**src/rtl/ssr_pkg.sv**
```systemverilog
// Purpose: Constants and types shared by the status reporting and service request logic.
// Assumes: One system clock; commands arrive already decoded from the bus parser.
// Notes: Bit positions follow the binary weights of each register (bit n has weight 2**n).
//
// Functional notes
// - Event bits latch and hold until cleared
// - Event query or clear-status clears that register
// - Reset command and device clear keep events
// - Event query returns binary weighted sum
// - Enable masks gate events into summary bit
// - Mask reads and clear-status keep masks
// - Status preset clears questionable enable mask
// - Status byte bits 3,4,5 follow their sources unlatched
// - Message flag set while output data waits
// - Status byte bits 3,4,5,6 used; others zero
// - Clear-status clears byte; query clears own bit
// - Byte mask clears on zero or power-on setting
// - Request service bit drives service request line
// - Serial poll or causing event read clears request
// - Serial poll returns byte, clears request only
// - Status byte query returns byte, clears nothing
// - Remote mode ignores all keys except local
// - Message flag timing depends on trigger mode
// - Standard event bit positions 0,2,3,4,5,7
// - Questionable bit positions 0,1,9,11,12

package ssr_pkg;

  // ---------------------------------------------------------------
  // Standard event register layout
  // ---------------------------------------------------------------
  localparam int unsigned ESR_OPC = 0;
  localparam int unsigned ESR_QRY = 2;
  localparam int unsigned ESR_DEV = 3;
  localparam int unsigned ESR_EXE = 4;
  localparam int unsigned ESR_CMD = 5;
  localparam int unsigned ESR_PON = 7;
  localparam logic [7:0] ESR_IMPL_MASK = 8'hbd;
  localparam logic [7:0] ESR_RESET = 8'h80;
  localparam logic [7:0] ESE_RESET = 8'h00;

  // ---------------------------------------------------------------
  // Questionable data register layout
  // ---------------------------------------------------------------
  localparam int unsigned QUES_VOLT_OVL = 0;
  localparam int unsigned QUES_CURR_OVL = 1;
  localparam int unsigned QUES_OHM_OVL = 9;
  localparam int unsigned QUES_LIM_LO = 11;
  localparam int unsigned QUES_LIM_HI = 12;
  localparam logic [15:0] QUES_IMPL_MASK = 16'h1a03;
  localparam logic [15:0] QUES_OVL_MASK = 16'h0203;
  localparam logic [15:0] QUES_RESET = 16'h0000;
  localparam logic [15:0] QUES_EN_RESET = 16'h0000;

  // ---------------------------------------------------------------
  // Summary status byte layout
  // ---------------------------------------------------------------
  localparam int unsigned STB_QUES = 3;
  localparam int unsigned STB_MSG = 4;
  localparam int unsigned STB_ESB = 5;
  localparam int unsigned STB_RQS = 6;
  localparam logic [7:0] STB_SUM_MASK = 8'h38;
  localparam logic [7:0] SRE_RESET = 8'h00;
  localparam logic PSC_RESET = 1'b1;

  // ---------------------------------------------------------------
  // Decoded commands and front panel modes
  // ---------------------------------------------------------------
  typedef enum logic [4:0] {
    CMD_NOP = 5'h00, CMD_CLS = 5'h01, CMD_RST = 5'h02, CMD_DCL = 5'h03,
    CMD_ESR_Q = 5'h04, CMD_ESE_W = 5'h05, CMD_ESE_Q = 5'h06, CMD_SRE_W = 5'h07,
    CMD_SRE_Q = 5'h08, CMD_QEV_Q = 5'h09, CMD_QEN_W = 5'h0a, CMD_QEN_Q = 5'h0b,
    CMD_PRESET = 5'h0c, CMD_STB_Q = 5'h0d, CMD_PSC_W = 5'h0e, CMD_LOCAL = 5'h0f,
    CMD_REMOTE = 5'h10
  } ssr_cmd_e;

  typedef enum logic {
    PANEL_LOCAL = 1'b0,
    PANEL_REMOTE = 1'b1
  } ssr_panel_e;

  localparam logic MODE_IMMEDIATE = 1'b0;
  localparam logic MODE_STORED = 1'b1;

endpackage : ssr_pkg

```
**src/rtl/ssr_status_core.sv**
```systemverilog
// Purpose: Status byte, event registers, enable masks, service request and panel lockout.
// Assumes: Commands come as one-cycle strobes with a decoded code; one command per cycle.
// Notes: Query answers are raw binary; the formatter turns them into decimal text.

`timescale 1ns/100ps
`default_nettype none

module ssr_status_core #(
  parameter int unsigned NUM_KEYS = 16,
  parameter int unsigned MSG_CNT_W = 8
) (
  // Clock and reset
  input wire logic mclk,
  input wire logic rst,
  // Power cycle event (nonvolatile settings survive it)
  input wire logic power_on_evt,
  // Decoded command strobe
  input wire logic cmd_valid,
  input wire logic [4:0] cmd_code,
  input wire logic [15:0] cmd_data,
  // Serial poll from bus interface hardware
  input wire logic serial_poll,
  // Instrument event pulses
  input wire logic opc_done,
  input wire logic query_err,
  input wire logic device_err,
  input wire logic exec_err,
  input wire logic command_err,
  input wire logic [15:0] ques_cond,
  // Output buffer traffic
  input wire logic trig_mode,
  input wire logic first_reading,
  input wire logic fetch_moved,
  input wire logic msg_loaded,
  input wire logic msg_read,
  // Front panel keys
  input wire logic [NUM_KEYS-1:0] keys_in,
  input wire logic local_key,
  // Query answer
  output logic resp_valid,
  output logic [15:0] resp_data,
  // Serial poll answer
  output logic poll_valid,
  output logic [7:0] poll_data,
  // Status byte and service request line
  output logic [7:0] status_byte,
  output logic srq_o,
  output logic srq_oe,
  output logic output_message_pending_flag,
  // Front panel
  output logic [NUM_KEYS-1:0] keys_out,
  output logic local_key_out,
  output logic remote_mode
);

  // ---------------------------------------------------------------
  // Elaboration checks
  // ---------------------------------------------------------------
  if (NUM_KEYS < 1 || NUM_KEYS > 64) begin : g_chk_keys
    $error("NUM_KEYS must be between 1 and 64");
  end
  if (MSG_CNT_W < 1 || MSG_CNT_W > 16) begin : g_chk_cnt
    $error("MSG_CNT_W must be between 1 and 16");
  end

  // ---------------------------------------------------------------
  // Helpers
  // ---------------------------------------------------------------
  // Masked OR of an event register into one summary bit
  function automatic logic masked_any(input logic [15:0] ev, input logic [15:0] en);
    masked_any = |(ev & en);
  endfunction : masked_any

  // True for a command of the given code on this edge
  function automatic logic cmd_is(input logic v, input logic [4:0] c, input ssr_pkg::ssr_cmd_e k);
    cmd_is = v && (c == k);
  endfunction : cmd_is

  // ---------------------------------------------------------------
  // Declarations
  // ---------------------------------------------------------------
  logic [7:0] esr_q;
  logic [7:0] ese_q;
  logic [15:0] ques_q;
  logic [15:0] ques_en_q;
  logic [7:0] sre_q;
  logic psc_q;
  logic [MSG_CNT_W-1:0] msg_cnt_q;
  logic rqs_q;
  logic req_cond_q;
  ssr_pkg::ssr_panel_e panel_q;
  logic do_cls;
  logic do_esr_q;
  logic do_qev_q;
  logic do_ese_w;
  logic do_sre_w;
  logic do_qen_w;
  logic do_preset;
  logic do_psc_w;
  logic do_dcl;
  logic [7:0] esr_set;
  logic [15:0] ques_set;
  logic [7:0] esr_d;
  logic [15:0] ques_d;
  logic msg_inc;
  logic msg_dec;
  logic msg_flush;
  logic msg_pending;
  logic ques_sum;
  logic esb_sum;
  logic [7:0] stb_d;
  logic req_cond;
  logic rqs_d;

  // ---------------------------------------------------------------
  // Command decode
  // ---------------------------------------------------------------
  // Reset and device clear have no effect on events or masks
  assign do_cls = cmd_is(cmd_valid, cmd_code, ssr_pkg::CMD_CLS);
  assign do_esr_q = cmd_is(cmd_valid, cmd_code, ssr_pkg::CMD_ESR_Q);
  assign do_qev_q = cmd_is(cmd_valid, cmd_code, ssr_pkg::CMD_QEV_Q);
  assign do_ese_w = cmd_is(cmd_valid, cmd_code, ssr_pkg::CMD_ESE_W);
  assign do_sre_w = cmd_is(cmd_valid, cmd_code, ssr_pkg::CMD_SRE_W);
  assign do_qen_w = cmd_is(cmd_valid, cmd_code, ssr_pkg::CMD_QEN_W);
  assign do_preset = cmd_is(cmd_valid, cmd_code, ssr_pkg::CMD_PRESET);
  assign do_psc_w = cmd_is(cmd_valid, cmd_code, ssr_pkg::CMD_PSC_W);
  assign do_dcl = cmd_is(cmd_valid, cmd_code, ssr_pkg::CMD_DCL);

  // ---------------------------------------------------------------
  // Event sources
  // ---------------------------------------------------------------
  // Standard event set terms; overloads also count as device errors
  always_comb begin
    esr_set = 8'h00;
    esr_set[ssr_pkg::ESR_OPC] = opc_done;
    esr_set[ssr_pkg::ESR_QRY] = query_err | (msg_read && msg_cnt_q == '0);
    esr_set[ssr_pkg::ESR_DEV] = device_err | masked_any(ques_cond, ssr_pkg::QUES_OVL_MASK);
    esr_set[ssr_pkg::ESR_EXE] = exec_err;
    esr_set[ssr_pkg::ESR_CMD] = command_err;
    esr_set[ssr_pkg::ESR_PON] = power_on_evt;
    esr_set = esr_set & ssr_pkg::ESR_IMPL_MASK;
  end

  // Only documented questionable bits may ever set
  assign ques_set = ques_cond & ssr_pkg::QUES_IMPL_MASK;

  // Next values: a new event beats a clear in the same cycle
  assign esr_d = ((do_cls || do_esr_q) ? 8'h00 : esr_q) | esr_set;
  assign ques_d = ((do_cls || do_qev_q) ? 16'h0000 : ques_q) | ques_set;

  // ---------------------------------------------------------------
  // Event registers
  // ---------------------------------------------------------------
  // Standard event register, power-on bit set after a cold reset
  always_ff @(posedge mclk or posedge rst) begin
    if (rst) begin
      esr_q <= ssr_pkg::ESR_RESET;
    end else begin
      esr_q <= esr_d;
    end
  end

  // Questionable data event register
  always_ff @(posedge mclk or posedge rst) begin
    if (rst) begin
      ques_q <= ssr_pkg::QUES_RESET;
    end else begin
      ques_q <= ques_d;
    end
  end

  // ---------------------------------------------------------------
  // Enable masks and power-on-clear setting
  // ---------------------------------------------------------------
  // Standard event enable; writes and power-on clear only, clear-status leaves it alone
  always_ff @(posedge mclk or posedge rst) begin
    if (rst) begin
      ese_q <= ssr_pkg::ESE_RESET;
    end else if (power_on_evt && psc_q) begin
      ese_q <= 8'h00;
    end else if (do_ese_w) begin
      ese_q <= cmd_data[7:0] & ssr_pkg::ESR_IMPL_MASK;
    end
  end

  // Questionable enable; preset and power cycle clear it
  always_ff @(posedge mclk or posedge rst) begin
    if (rst) begin
      ques_en_q <= ssr_pkg::QUES_EN_RESET;
    end else if (do_preset || power_on_evt) begin
      ques_en_q <= 16'h0000;
    end else if (do_qen_w) begin
      ques_en_q <= cmd_data & ssr_pkg::QUES_IMPL_MASK;
    end
  end

  // Status byte enable; kept across power cycle when setting is 0
  always_ff @(posedge mclk or posedge rst) begin
    if (rst) begin
      sre_q <= ssr_pkg::SRE_RESET;
    end else if (power_on_evt && psc_q) begin
      sre_q <= 8'h00;
    end else if (do_sre_w) begin
      sre_q <= cmd_data[7:0] & ssr_pkg::STB_SUM_MASK;
    end
  end

  // Power-on-clear setting
  always_ff @(posedge mclk or posedge rst) begin
    if (rst) begin
      psc_q <= ssr_pkg::PSC_RESET;
    end else if (do_psc_w) begin
      psc_q <= cmd_data[0];
    end
  end

  // ---------------------------------------------------------------
  // Output buffer occupancy
  // ---------------------------------------------------------------
  // Readings count as a message only once the trigger mode allows it
  assign msg_inc = msg_loaded |
                   ((trig_mode == ssr_pkg::MODE_IMMEDIATE) && first_reading) |
                   ((trig_mode == ssr_pkg::MODE_STORED) && fetch_moved);
  assign msg_dec = msg_read && (msg_cnt_q != '0);
  assign msg_flush = do_dcl || do_cls;

  // Pending message counter, saturating at its top value
  always_ff @(posedge mclk or posedge rst) begin
    if (rst) begin
      msg_cnt_q <= '0;
    end else if (msg_flush) begin
      msg_cnt_q <= msg_inc ? MSG_CNT_W'(1) : '0;
    end else if (msg_inc && !msg_dec && msg_cnt_q != '1) begin
      msg_cnt_q <= msg_cnt_q + MSG_CNT_W'(1);
    end else if (msg_dec && !msg_inc) begin
      msg_cnt_q <= msg_cnt_q - MSG_CNT_W'(1);
    end
  end

  assign msg_pending = (msg_cnt_q != '0);

  // ---------------------------------------------------------------
  // Summary status byte
  // ---------------------------------------------------------------
  // Summaries follow the next event values, so a clear shows at once
  assign ques_sum = masked_any(ques_d, ques_en_q);
  assign esb_sum = masked_any({8'h00, esr_d}, {8'h00, ese_q});

  // Unused bits stay zero
  always_comb begin
    stb_d = 8'h00;
    stb_d[ssr_pkg::STB_QUES] = ques_sum;
    stb_d[ssr_pkg::STB_MSG] = msg_pending;
    stb_d[ssr_pkg::STB_ESB] = esb_sum;
    stb_d[ssr_pkg::STB_RQS] = rqs_d;
  end

  // ---------------------------------------------------------------
  // Request service
  // ---------------------------------------------------------------
  // Any enabled summary bit asks for service
  assign req_cond = |({2'b00, esb_sum, msg_pending, ques_sum, 3'b000} & sre_q);

  // Set on a rising request, cleared by poll or when its cause is read away
  always_comb begin
    if (req_cond && !req_cond_q) begin
      rqs_d = 1'b1;
    end else if (serial_poll || !req_cond || do_cls) begin
      rqs_d = 1'b0;
    end else begin
      rqs_d = rqs_q;
    end
  end

  // Request flag and condition history
  always_ff @(posedge mclk or posedge rst) begin
    if (rst) begin
      rqs_q <= 1'b0;
      req_cond_q <= 1'b0;
    end else begin
      rqs_q <= rqs_d;
      req_cond_q <= req_cond;
    end
  end

  // Registered status byte and service request drive
  always_ff @(posedge mclk or posedge rst) begin
    if (rst) begin
      status_byte <= 8'h00;
      srq_oe <= 1'b0;
      srq_o <= 1'b0;
      output_message_pending_flag <= 1'b0;
    end else begin
      status_byte <= stb_d;
      srq_oe <= rqs_d;
      srq_o <= 1'b0;
      output_message_pending_flag <= msg_pending;
    end
  end

  // ---------------------------------------------------------------
  // Serial poll answer
  // ---------------------------------------------------------------
  // Poll sees the byte with the request bit before it drops
  always_ff @(posedge mclk or posedge rst) begin
    if (rst) begin
      poll_valid <= 1'b0;
      poll_data <= 8'h00;
    end else begin
      poll_valid <= serial_poll;
      if (serial_poll) begin
        poll_data <= {1'b0, rqs_q, stb_d[5:0]};
      end
    end
  end

  // ---------------------------------------------------------------
  // Query answers
  // ---------------------------------------------------------------
  // Registers read as plain binary weighted values
  always_ff @(posedge mclk or posedge rst) begin
    if (rst) begin
      resp_valid <= 1'b0;
      resp_data <= 16'h0000;
    end else begin
      resp_valid <= 1'b0;
      if (cmd_valid) begin
        case (cmd_code)
          ssr_pkg::CMD_ESR_Q: begin
            resp_valid <= 1'b1;
            resp_data <= {8'h00, esr_q};
          end
          ssr_pkg::CMD_QEV_Q: begin
            resp_valid <= 1'b1;
            resp_data <= ques_q;
          end
          ssr_pkg::CMD_ESE_Q: begin
            resp_valid <= 1'b1;
            resp_data <= {8'h00, ese_q};
          end
          ssr_pkg::CMD_QEN_Q: begin
            resp_valid <= 1'b1;
            resp_data <= ques_en_q;
          end
          ssr_pkg::CMD_SRE_Q: begin
            resp_valid <= 1'b1;
            resp_data <= {8'h00, sre_q};
          end
          ssr_pkg::CMD_STB_Q: begin
            resp_valid <= 1'b1;
            resp_data <= {8'h00, 1'b0, rqs_q, stb_d[5:0]};
          end
          default: begin
            resp_valid <= 1'b0;
          end
        endcase
      end
    end
  end

  // ---------------------------------------------------------------
  // Front panel lockout
  // ---------------------------------------------------------------
  // Mode follows remote and local commands and the local key
  always_ff @(posedge mclk or posedge rst) begin
    if (rst) begin
      panel_q <= ssr_pkg::PANEL_LOCAL;
    end else begin
      case (panel_q)
        ssr_pkg::PANEL_LOCAL: begin
          if (cmd_is(cmd_valid, cmd_code, ssr_pkg::CMD_REMOTE)) begin
            panel_q <= ssr_pkg::PANEL_REMOTE;
          end
        end
        ssr_pkg::PANEL_REMOTE: begin
          if (local_key || cmd_is(cmd_valid, cmd_code, ssr_pkg::CMD_LOCAL)) begin
            panel_q <= ssr_pkg::PANEL_LOCAL;
          end
        end
        default: begin
          panel_q <= ssr_pkg::PANEL_LOCAL;
        end
      endcase
    end
  end

  // Keys pass only in local mode; the local key always passes
  always_ff @(posedge mclk or posedge rst) begin
    if (rst) begin
      keys_out <= '0;
      local_key_out <= 1'b0;
      remote_mode <= 1'b0;
    end else begin
      keys_out <= (panel_q == ssr_pkg::PANEL_REMOTE) ? '0 : keys_in;
      local_key_out <= local_key;
      remote_mode <= (panel_q == ssr_pkg::PANEL_REMOTE);
    end
  end

endmodule : ssr_status_core

`default_nettype wire
```
**config.mk**
```make
export PLATFORM = sky130hd
export DESIGN_NAME = ssr_status_core
export DESIGN_NICKNAME = d
export VERILOG_FILES = /design/src/rtl/ssr_pkg.sv /design/src/rtl/ssr_status_core.sv
export SDC_FILE = /design/constraint.sdc
export NUM_CORES = 1
export LEC_CHECK = 0
export BUFFER_PORTS_ARGS = -buffer_cell sky130_fd_sc_hd__buf_2
export CAP_MARGIN = 20
export CORE_MARGIN = 1
export CORE_UTILIZATION = 50
export DETAILED_ROUTE_END_ITERATION = 12
export PLACE_DENSITY = 0.8
export SLEW_MARGIN = 10
export SYNTH_ARGS = -nofsm -noshare
export SYNTH_HDL_FRONTEND = slang
export SYNTH_SLANG_ARGS = --single-unit
```
**constraint.sdc**
```tcl
create_clock -name mclk -period 3.5 [get_ports mclk]
set_clock_uncertainty 0.2 [all_clocks]
set_input_delay 0.175 -clock mclk [delete_from_list [all_inputs] [get_ports mclk]]
set_output_delay 0.175 -clock mclk [all_outputs]
set_load 0.02 [all_outputs]
```
==> results.txt, run 1 <==
- The flow ran to the end, and the final reports show no timing, DRC or antenna violations.
- Register-to-Register Setup Slack: 260 ps
- Clock-pin slew was measured on the worst setup and hold paths at 80 ps.
- Detailed routing inserted a total of 3,032 vias.
* DP HPWL: 5866 um
- FF-to-FF End: msg_cnt_q[6]$_DFFE_PP0P_
* Switching power: 0.8629 mW
- From bottom edge to top edge, the die measures 86.76 um.
* Endpoint type of the worst setup path: register
* Fillers: 512
* Root Buffer: sky130_fd_sc_hd__clkbuf_8
* Required time at the endpoint of the critical path: 3580 ps
- Most frequent cell after synthesis: sky130_fd_sc_hd__dfrtp_1
* Number of buffers created by CTS: 9
* Number of distinct library cells after synthesis: 60
- Endpoints failing setup: 0
- In the synthesized netlist the async set-or-reset flop fraction comes to 100.0%.
- Area of the die: 7527 um2
- Aggregate negative setup slack: 0 ps
- The number of antenna diodes in the final layout is 0.
- Net switching is 32.13% of the power.
* Setup repair after global routing missed its margin: false
* Syn Area/Cell: 10.72 um2
* Via count normalized by instance count: 5.282
* Relative area change from synthesis to final layout: 32.57%
- Timing-limited maximum frequency: 308.7 MHz
- Summing all multi-input logic gate instances after layout gives 1574 um2.
- Per report_power, the combinational group accounts for 28.0% of the total.
- Critical Path Start: msg_cnt_q[0]$_DFFE_PP0P_
- After the flow finishes, the layout carries non-filler instances totaling 574.
- Data on the critical path arrives at its endpoint at 3320 ps.
* Crit Path Max Fanout: 10
- In this run the number of H-tree levels came out at 3.
- For this run, the leading register cell type out of synthesis is sky130_fd_sc_hd__dfrtp_1.
- Period minus WS final: 3239 ps
- sky130_fd_sc_hd__dfrtp_1 takes more of the synthesized area than any other cell.
* Pint: 1.822 mW
* IR Drop Worst-Case VDD: 0.2452 mV
- Die outline width: 86.76 um
* Post-synthesis instance total: 335
* Slew headroom: 55.02%
* Max clock buf depth: 2
* Remaining global-route overflow: 0
* Count of antenna-violating nets left after detailed routing: 0
- Maximum number of pins on one net before global-route repair: 43
- Buffers placed on the I/O ports in this run total 92.
- Share of the synthesized area in the top cell type: 50.85%
- Number of flops mapped to enable cells by yosys: 0
- First-pass GRT wire length: 13,840 um
* Resized Gates After CTS: 0
- Number of hold-slack violations in the final timing report: 0
* Worst Setup Start Kind: register
* Final estimated routing congestion in global placement: 0.8341
- In this run the standard cell core region covers 6869 um2.
- Peak per-stage delay on the critical path: 450 ps
- After detailed placement, the design holds a cell count of 515.
* Logic depth of the worst register-to-register path: 10
* Clock latency reported for the late side of the worst-skew pair: 350 ps
- Total of flip-flops plus latches after synthesis: 75
* Overall global routing resource usage: 24.13%
- The startpoint identified for the worst register-to-register timing path is msg_cnt_q[0]$_DFFE_PP0P_.
- The max-slew violation count is 0.
- For this design the ratio of total power to cell area is 563.9 nW/um2.
- The critical path goes through nor4_4 > nand2_2 > a211o_4 > ha_1 > nor2b_1 > o31a_1 > o21a_1 > o21ai_0 > or3b_1 > a21oi_1.
- OpenSTA, run right after detailed placement, puts the worst setup slack at 304.3 ps.
- The detailed router finished its first iteration with 219 violations.
- Once the floorplan was initialized, standard cells occupied 52.30% of the core.
- Max-cap viol count: 0
- Part of the Yosys area used for sequential elements: 52.32%
* Register area: 1879 um2
* Via count of the first global-routing pass: 2,934
* Commonest cells in the netlist: sky130_fd_sc_hd__dfrtp_1, sky130_fd_sc_hd__nand2_1, sky130_fd_sc_hd__nor2_1
- Critical Path Slowest Stage Cell: sky130_fd_sc_hd__dfrtp_1
* Instance count along the most critical hold path: 3
- For this run, the number of Yosys warnings is 0.
* Router iterations before antenna repair: 4
- Setup slack closes at 261.1 ps.
* Number of top-level design ports: 124
- The initial antenna violation count was 0.
- Cells fill 69.33% of the core in the end.
* Wire length per cell: 14.66 um
* Path category of the worst min-delay check: input port to register
- The mapped netlist covers 3592 um2.
- The worst setup path is of the register to register kind.
- Static Leak: 2.290 nW
* Placement row count: 30
- Sequential cells burn 41.4% of the power.
* Cell types occupying the most area after synthesis: sky130_fd_sc_hd__dfrtp_1, sky130_fd_sc_hd__mux2i_1, sky130_fd_sc_hd__nor2b_1
- Counting every sink on the clock net gives 75.
- Fraction of final layout cells with drive strength greater than 1: 26.99%
* Final routed wirelength across all metal layers: 8413 um
* TritonCTS clock tree: done
* Capture point of the critical path: msg_cnt_q[6]$_DFFE_PP0P_
* Number of design rule violations left after detail routing: 0
- Dividing the final minimum period by the clock period gives 92.54%.
- For this run, the post-layout net count is 549.
* Transition time at the pin with the least slew margin: 672.7 ps
- The share of total power dissipated in the clock network is 30.6%.
-- routing by layer --
metal	global-route usage [%]	vias to the layer above	wire length, um
met3	4.190	15	431
met2	40.33	139	4077
met1	30.22	1443	3710
met4	12.27	0	193
li1	-	1435	-
met5	0	-	0
-- stage by stage --
step                power [mW]  hold slack, ps  instance area, um2
floorplan                1.645           6.430                3641
global placement         1.793          -102.9                4083
detailed placement       1.834          -98.19                4083
CTS                      2.687          0.6692                4762
global route             2.827           3.292                4762
finish                   2.685           14.63                4762
-- power by group through the flow --
stage	Combinational (mW)	Clock [mW]	Sequential (mW)
after floorplan	0.476	0	1.17
after global placement	0.676	0	1.12
after detailed placement	0.708	0	1.13
after CTS	0.748	0.829	1.11
after global routing	0.835	0.865	1.13
final	0.753	0.820	1.11
-- kinds of logic (layout without fill, tap and decap cells) --
family	count (synthesis)	in the layout	share of synthesized area, %
AOI/OAI and AO/OA	79	79	16.09
and+or+nand+nor	120	120	17.45
muxes	19	19	5.433
DFF	75	75	52.32
xor gates and xnor gates	3	3	0.7316
adders and majority gates	7	7	2.647
buffers and inverters	31	161	5.225
other	1	14	0.1044
-- worst max-delay path: cells and delay by family (launching register included) --
family	cells	cell delay, ps
compound gates	5	1150
fa+ha+maj	1	340
flops	1	450
simple gates	4	1030
-- repair_timing --
item,4_1_cts,5_1_grt
buffers inserted,0,0
hold endpoints to repair,123,0
hold buffers,43,0
-- sequential cells by signal, indices dropped and copies added (netlist names), 3 cells and up --
register,flops
keys_out,16
resp_data,11
status_byte,4
msg_cnt_q,8
poll_data,4
sre_q,3
ese_q,6
esr_q,6
ques_q,5
ques_en_q,5
-- how the worst min path moves through the flow --
stage / slack [ps] / end / from
2_1_floorplan: 6 / local_key_out$_DFF_PP0_ / local_key
3_3_place_gp: -100 / poll_valid$_DFF_PP0_ / rst
3_5_place_dp: -100 / poll_valid$_DFF_PP0_ / rst
4_1_cts: 0.7 / esr_q[3]$_DFF_PP0_ / ques_cond[0]
5_1_grt: 3 / esr_q[3]$_DFF_PP0_ / ques_cond[0]
6_report: 10 / esr_q[3]$_DFF_PP0_ / ques_cond[0]
-- cell type report --
cell class	instances	share of cell area [%]
Inverter	7	0.5518
Tap cell	96	2.522
Sequential cell	75	39.46
Clock inverter	6	2.338
Timing Repair Buffer	138	19.18
Multi-Input combinational cell	242	33.05
Clock buffer	10	2.890
-- layout by cell type (no fill, tap or decap), drive strengths merged, types with 3 or more instances in the layout --
master,netlist,layout
a211oi,5,5
a21boi,3,3
a21o,13,13
a21oi,7,7
a221o,4,4
a222oi,4,4
a22o,4,4
a22oi,8,8
and2,3,3
and3,4,4
buf,21,95
bufinv,0,3
clkbuf,3,10
conb,1,14
dfrtp,73,73
dlygate4sd3,0,43
ha,6,6
inv,7,8
mux2,4,4
mux2i,15,15
nand2,33,33
nand3,7,7
nor2,31,31
nor2b,21,21
nor3,4,4
o21a,3,3
o21ai,17,17
No activity file was read; power rests on OpenSTA's default activity.
==> run 2: changes to the inputs <==
--- a/config.mk
+++ b/config.mk
@@ -7,10 +7,11 @@
 export LEC_CHECK = 0
 export BUFFER_PORTS_ARGS = -buffer_cell sky130_fd_sc_hd__buf_2
 export CAP_MARGIN = 20
+export CORE_ASPECT_RATIO = 1.2
 export CORE_MARGIN = 1
-export CORE_UTILIZATION = 50
+export CORE_UTILIZATION = 45
 export DETAILED_ROUTE_END_ITERATION = 12
-export PLACE_DENSITY = 0.8
+export PLACE_DENSITY = 0.76
 export SLEW_MARGIN = 10
 export SYNTH_ARGS = -nofsm -noshare
 export SYNTH_HDL_FRONTEND = slang
==> constraint.sdc (replaced) <==
create_clock -name mclk -period 2.85 [get_ports mclk]
set_clock_uncertainty 0.2 [all_clocks]
set_input_delay 0.1425 -clock mclk [delete_from_list [all_inputs] [get_ports mclk]]
set_output_delay 0.1425 -clock mclk [all_outputs]
set_load 0.02 [all_outputs]
==> results.txt, run 2 (same netlist as run 1, synthesis figures left out) <==
- For this run, the detailed router's first-pass iteration total came to 4.
* Setup repair after global routing missed its margin: true
* Path category of the worst min-delay check: input port to register
* Placement row count: 35
- Buffers & Inverters on Critical Path: 0
- Final cycle utilization of the critical path: 101.6%
- For this run, the total global-route usage over all layers was measured as 20.96%.
- Counting cells, the worst reg-to-reg path comes to 10.
- Wires add up to 8425 um.
* CTS sink cnt: 75
* Registers with the most flip-flops: keys_out (16), resp_data (11), msg_cnt_q (8)
- The critical path starts at msg_cnt_q[3]$_DFFE_PP0P_.
- Number of hold-slack violations in the final timing report: 0
- Core Area: 7707 um2
- Height of the chip: 99.88 um
* Instance count along the most critical hold path: 4
* Worst Setup Start Kind: register
* Aggregate negative setup slack: -44.21 ps
- Leaving out fill and tap cells, the most frequent cell in the layout is sky130_fd_sc_hd__buf_2.
* Area of the die: 8346 um2
* DP HPWL: 6008 um
- Worst slack on hold paths: 26.12 ps
* Via count of the first global-routing pass: 2,997
- Outcome: finished, violations left
* Critical path's most frequent cell: sky130_fd_sc_hd__o21a_1
- Chain of cells forming the critical path: nor4_4 > nand2_2 > a211o_4 > ha_1 > o21a_1 > o31a_1 > o21a_1 > o21ai_0 > or3b_1 > a21oi_2
- Across all setup checks in the final design, the least slack found is -44.21 ps.
- Slew headroom: 64.72%
* CP delay by family, top: compound AO/OA/AOI/OAI gates
- The register with the most flip-flops in the layout has 16 of them.
- The slowest stage of the critical path is the sky130_fd_sc_hd__dfrtp_1 cell.
* IR Drop Worst-Case VDD: 0.4594 mV
- Crit Path Max Fanout: 6
- Number of design rule violations left after detail routing: 0
* Launching point of the worst reg2reg path: msg_cnt_q[3]$_DFFE_PP0P_
- Violated checks: negative setup slack
- Remaining global-route overflow: 0
* Transition time at the pin with the least slew margin: 527.3 ps
- Entering global routing, the biggest net connects 76 pins.
- Max-cap violations in this run came to 0.
- After the flow finishes, the layout carries non-filler instances totaling 592.
* Root Buffer: sky130_fd_sc_hd__clkbuf_8
* Timing-limited maximum frequency: 345.5 MHz
- Antenna cells: 0
- From left edge to right edge, the die measures 83.56 um.
- For the worst setup path, the data arrival time is 2970 ps.
* Initial standard-cell utilization of the core: 46.61%
- Worst path depth: 10
- Clock latency reported for the late side of the worst-skew pair: 360 ps
- The worst path in the final design needs a cycle of 2894 ps, including I/O delays and setup.
- The number of placed instances, taps included, is 530.
* H-tree levels: 3
- At the end of routability-driven placement, the weighted congestion stood at 0.8851.
* Most frequent cells in the layout: sky130_fd_sc_hd__buf_2, sky130_fd_sc_hd__dfrtp_1, sky130_fd_sc_hd__dlygate4sd3_1, sky130_fd_sc_hd__nand2_1, sky130_fd_sc_hd__nor2_1
- Setup violations remaining at the end of the flow were counted as 1.
- At the worst endpoint, the required time is 2930 ps.
* Total number of nets in the final design: 571
- The count of nets left with antenna violations once routing finished came out at 0.
* Peak per-stage delay on the critical path: 410 ps
- The longest clock path from root to sink contains 2 buffers.
- TritonCTS clock tree: done
* Number of buffers added on ports: 92
- Type of the worst setup path: register to register
- In this run, the number of DRC markers left after iteration 0 of detailed routing was 236.
- Pin placement for this block handled 124 I/O pins.
- Cells with a size suffix above 1 make up 31.00% of the layout.
- Power per standard cell area: 673.3 nW/um2
* First-pass GRT wire length: 13,880 um
- Vias after detailed routing: 3,059
* Initial antenna violation count: 0
- Dividing the detail-routed wire length by the instance count gives 14.23 um.
* Worst hold start: fetch_moved
* Number of buffers created by CTS: 9
* Static Leak: 2.368 nW
- Via count normalized by instance count: 5.167
- Ranked by flip-flop count, first place goes to keys_out.
- After clock tree synthesis, the clock-pin slew on the worst setup and hold paths is 80 ps.
- From synthesis to final layout, the design area changed by 37.27%.
- Final Slew Violations: 0
- The worst setup path is captured at a register.
==> run 2: power by group <==
part           switching [mW]  internal [mW]
Clock                   0.419          0.419
Combinational           0.586          0.568
Sequential              0.117           1.21
Total                    1.12           2.20
==> run 2: worst paths after layout <==
check                      slack, ps                       end
max                              -40  msg_cnt_q[6]$_DFFE_PP0P_
max reg2reg                      -40  msg_cnt_q[6]$_DFFE_PP0P_
min reg2reg                      230  status_byte[6]$_DFF_PP0_
max in group asynchronous       1890         psc_q$_DFFE_PP1P_
min in group asynchronous        220  status_byte[5]$_DFF_PP0_
min                               30  msg_cnt_q[0]$_DFFE_PP0P_
==> run 2: layout make-up <==
class                   instances  area (um2)
clock buffers                   9       123.9
clock inverters                 7       82.58
fillers                       610        2776
inverters                       7       26.28
multi-input cells             242        1605
flip-flops and latches         75        1879
well taps                      92       115.1
repair buffers                160        1099
==> run 2: timing repair <==
action                                 CTS  global route
setup endpoints to repair                1             3
hold buffers                            46             0
pin swaps                                0             2
endpoints found under the hold margin  126             0
gates resized for setup                  0             7
buffers inserted                         0             0
==> run 2: worst register-to-register path, delay by kind of cell (launching register included) <==
kind,cells,cell delay [ps]
compound gates,6,1110
simple gates,3,790
flops,1,410
fa+ha+maj,1,320
==> run 2: layer usage <==
metal | global-route usage (%) | share of wire, %
met5 | 0 | 0
met4 | 11.99 | 2.9
met3 | 3.207 | 5.0
met2 | 35.21 | 51
met1 | 25.89 | 42
==> run 2: metrics by stage <==
stage | setup slack (ps) | cell area, um2 | util [%] | power, mW
2_1_floorplan | -14.47 | 3654 | - | 2.033
3_3_place_gp | 20.68 | 4245 | 55.08 | 2.362
3_5_place_dp | -19.90 | 4245 | 55.08 | 2.413
4_1_cts | -44.34 | 4912 | 63.73 | 3.308
5_1_grt | -197.9 | 4931 | 63.98 | 3.524
6_report | -44.21 | 4931 | 63.98 | 3.320
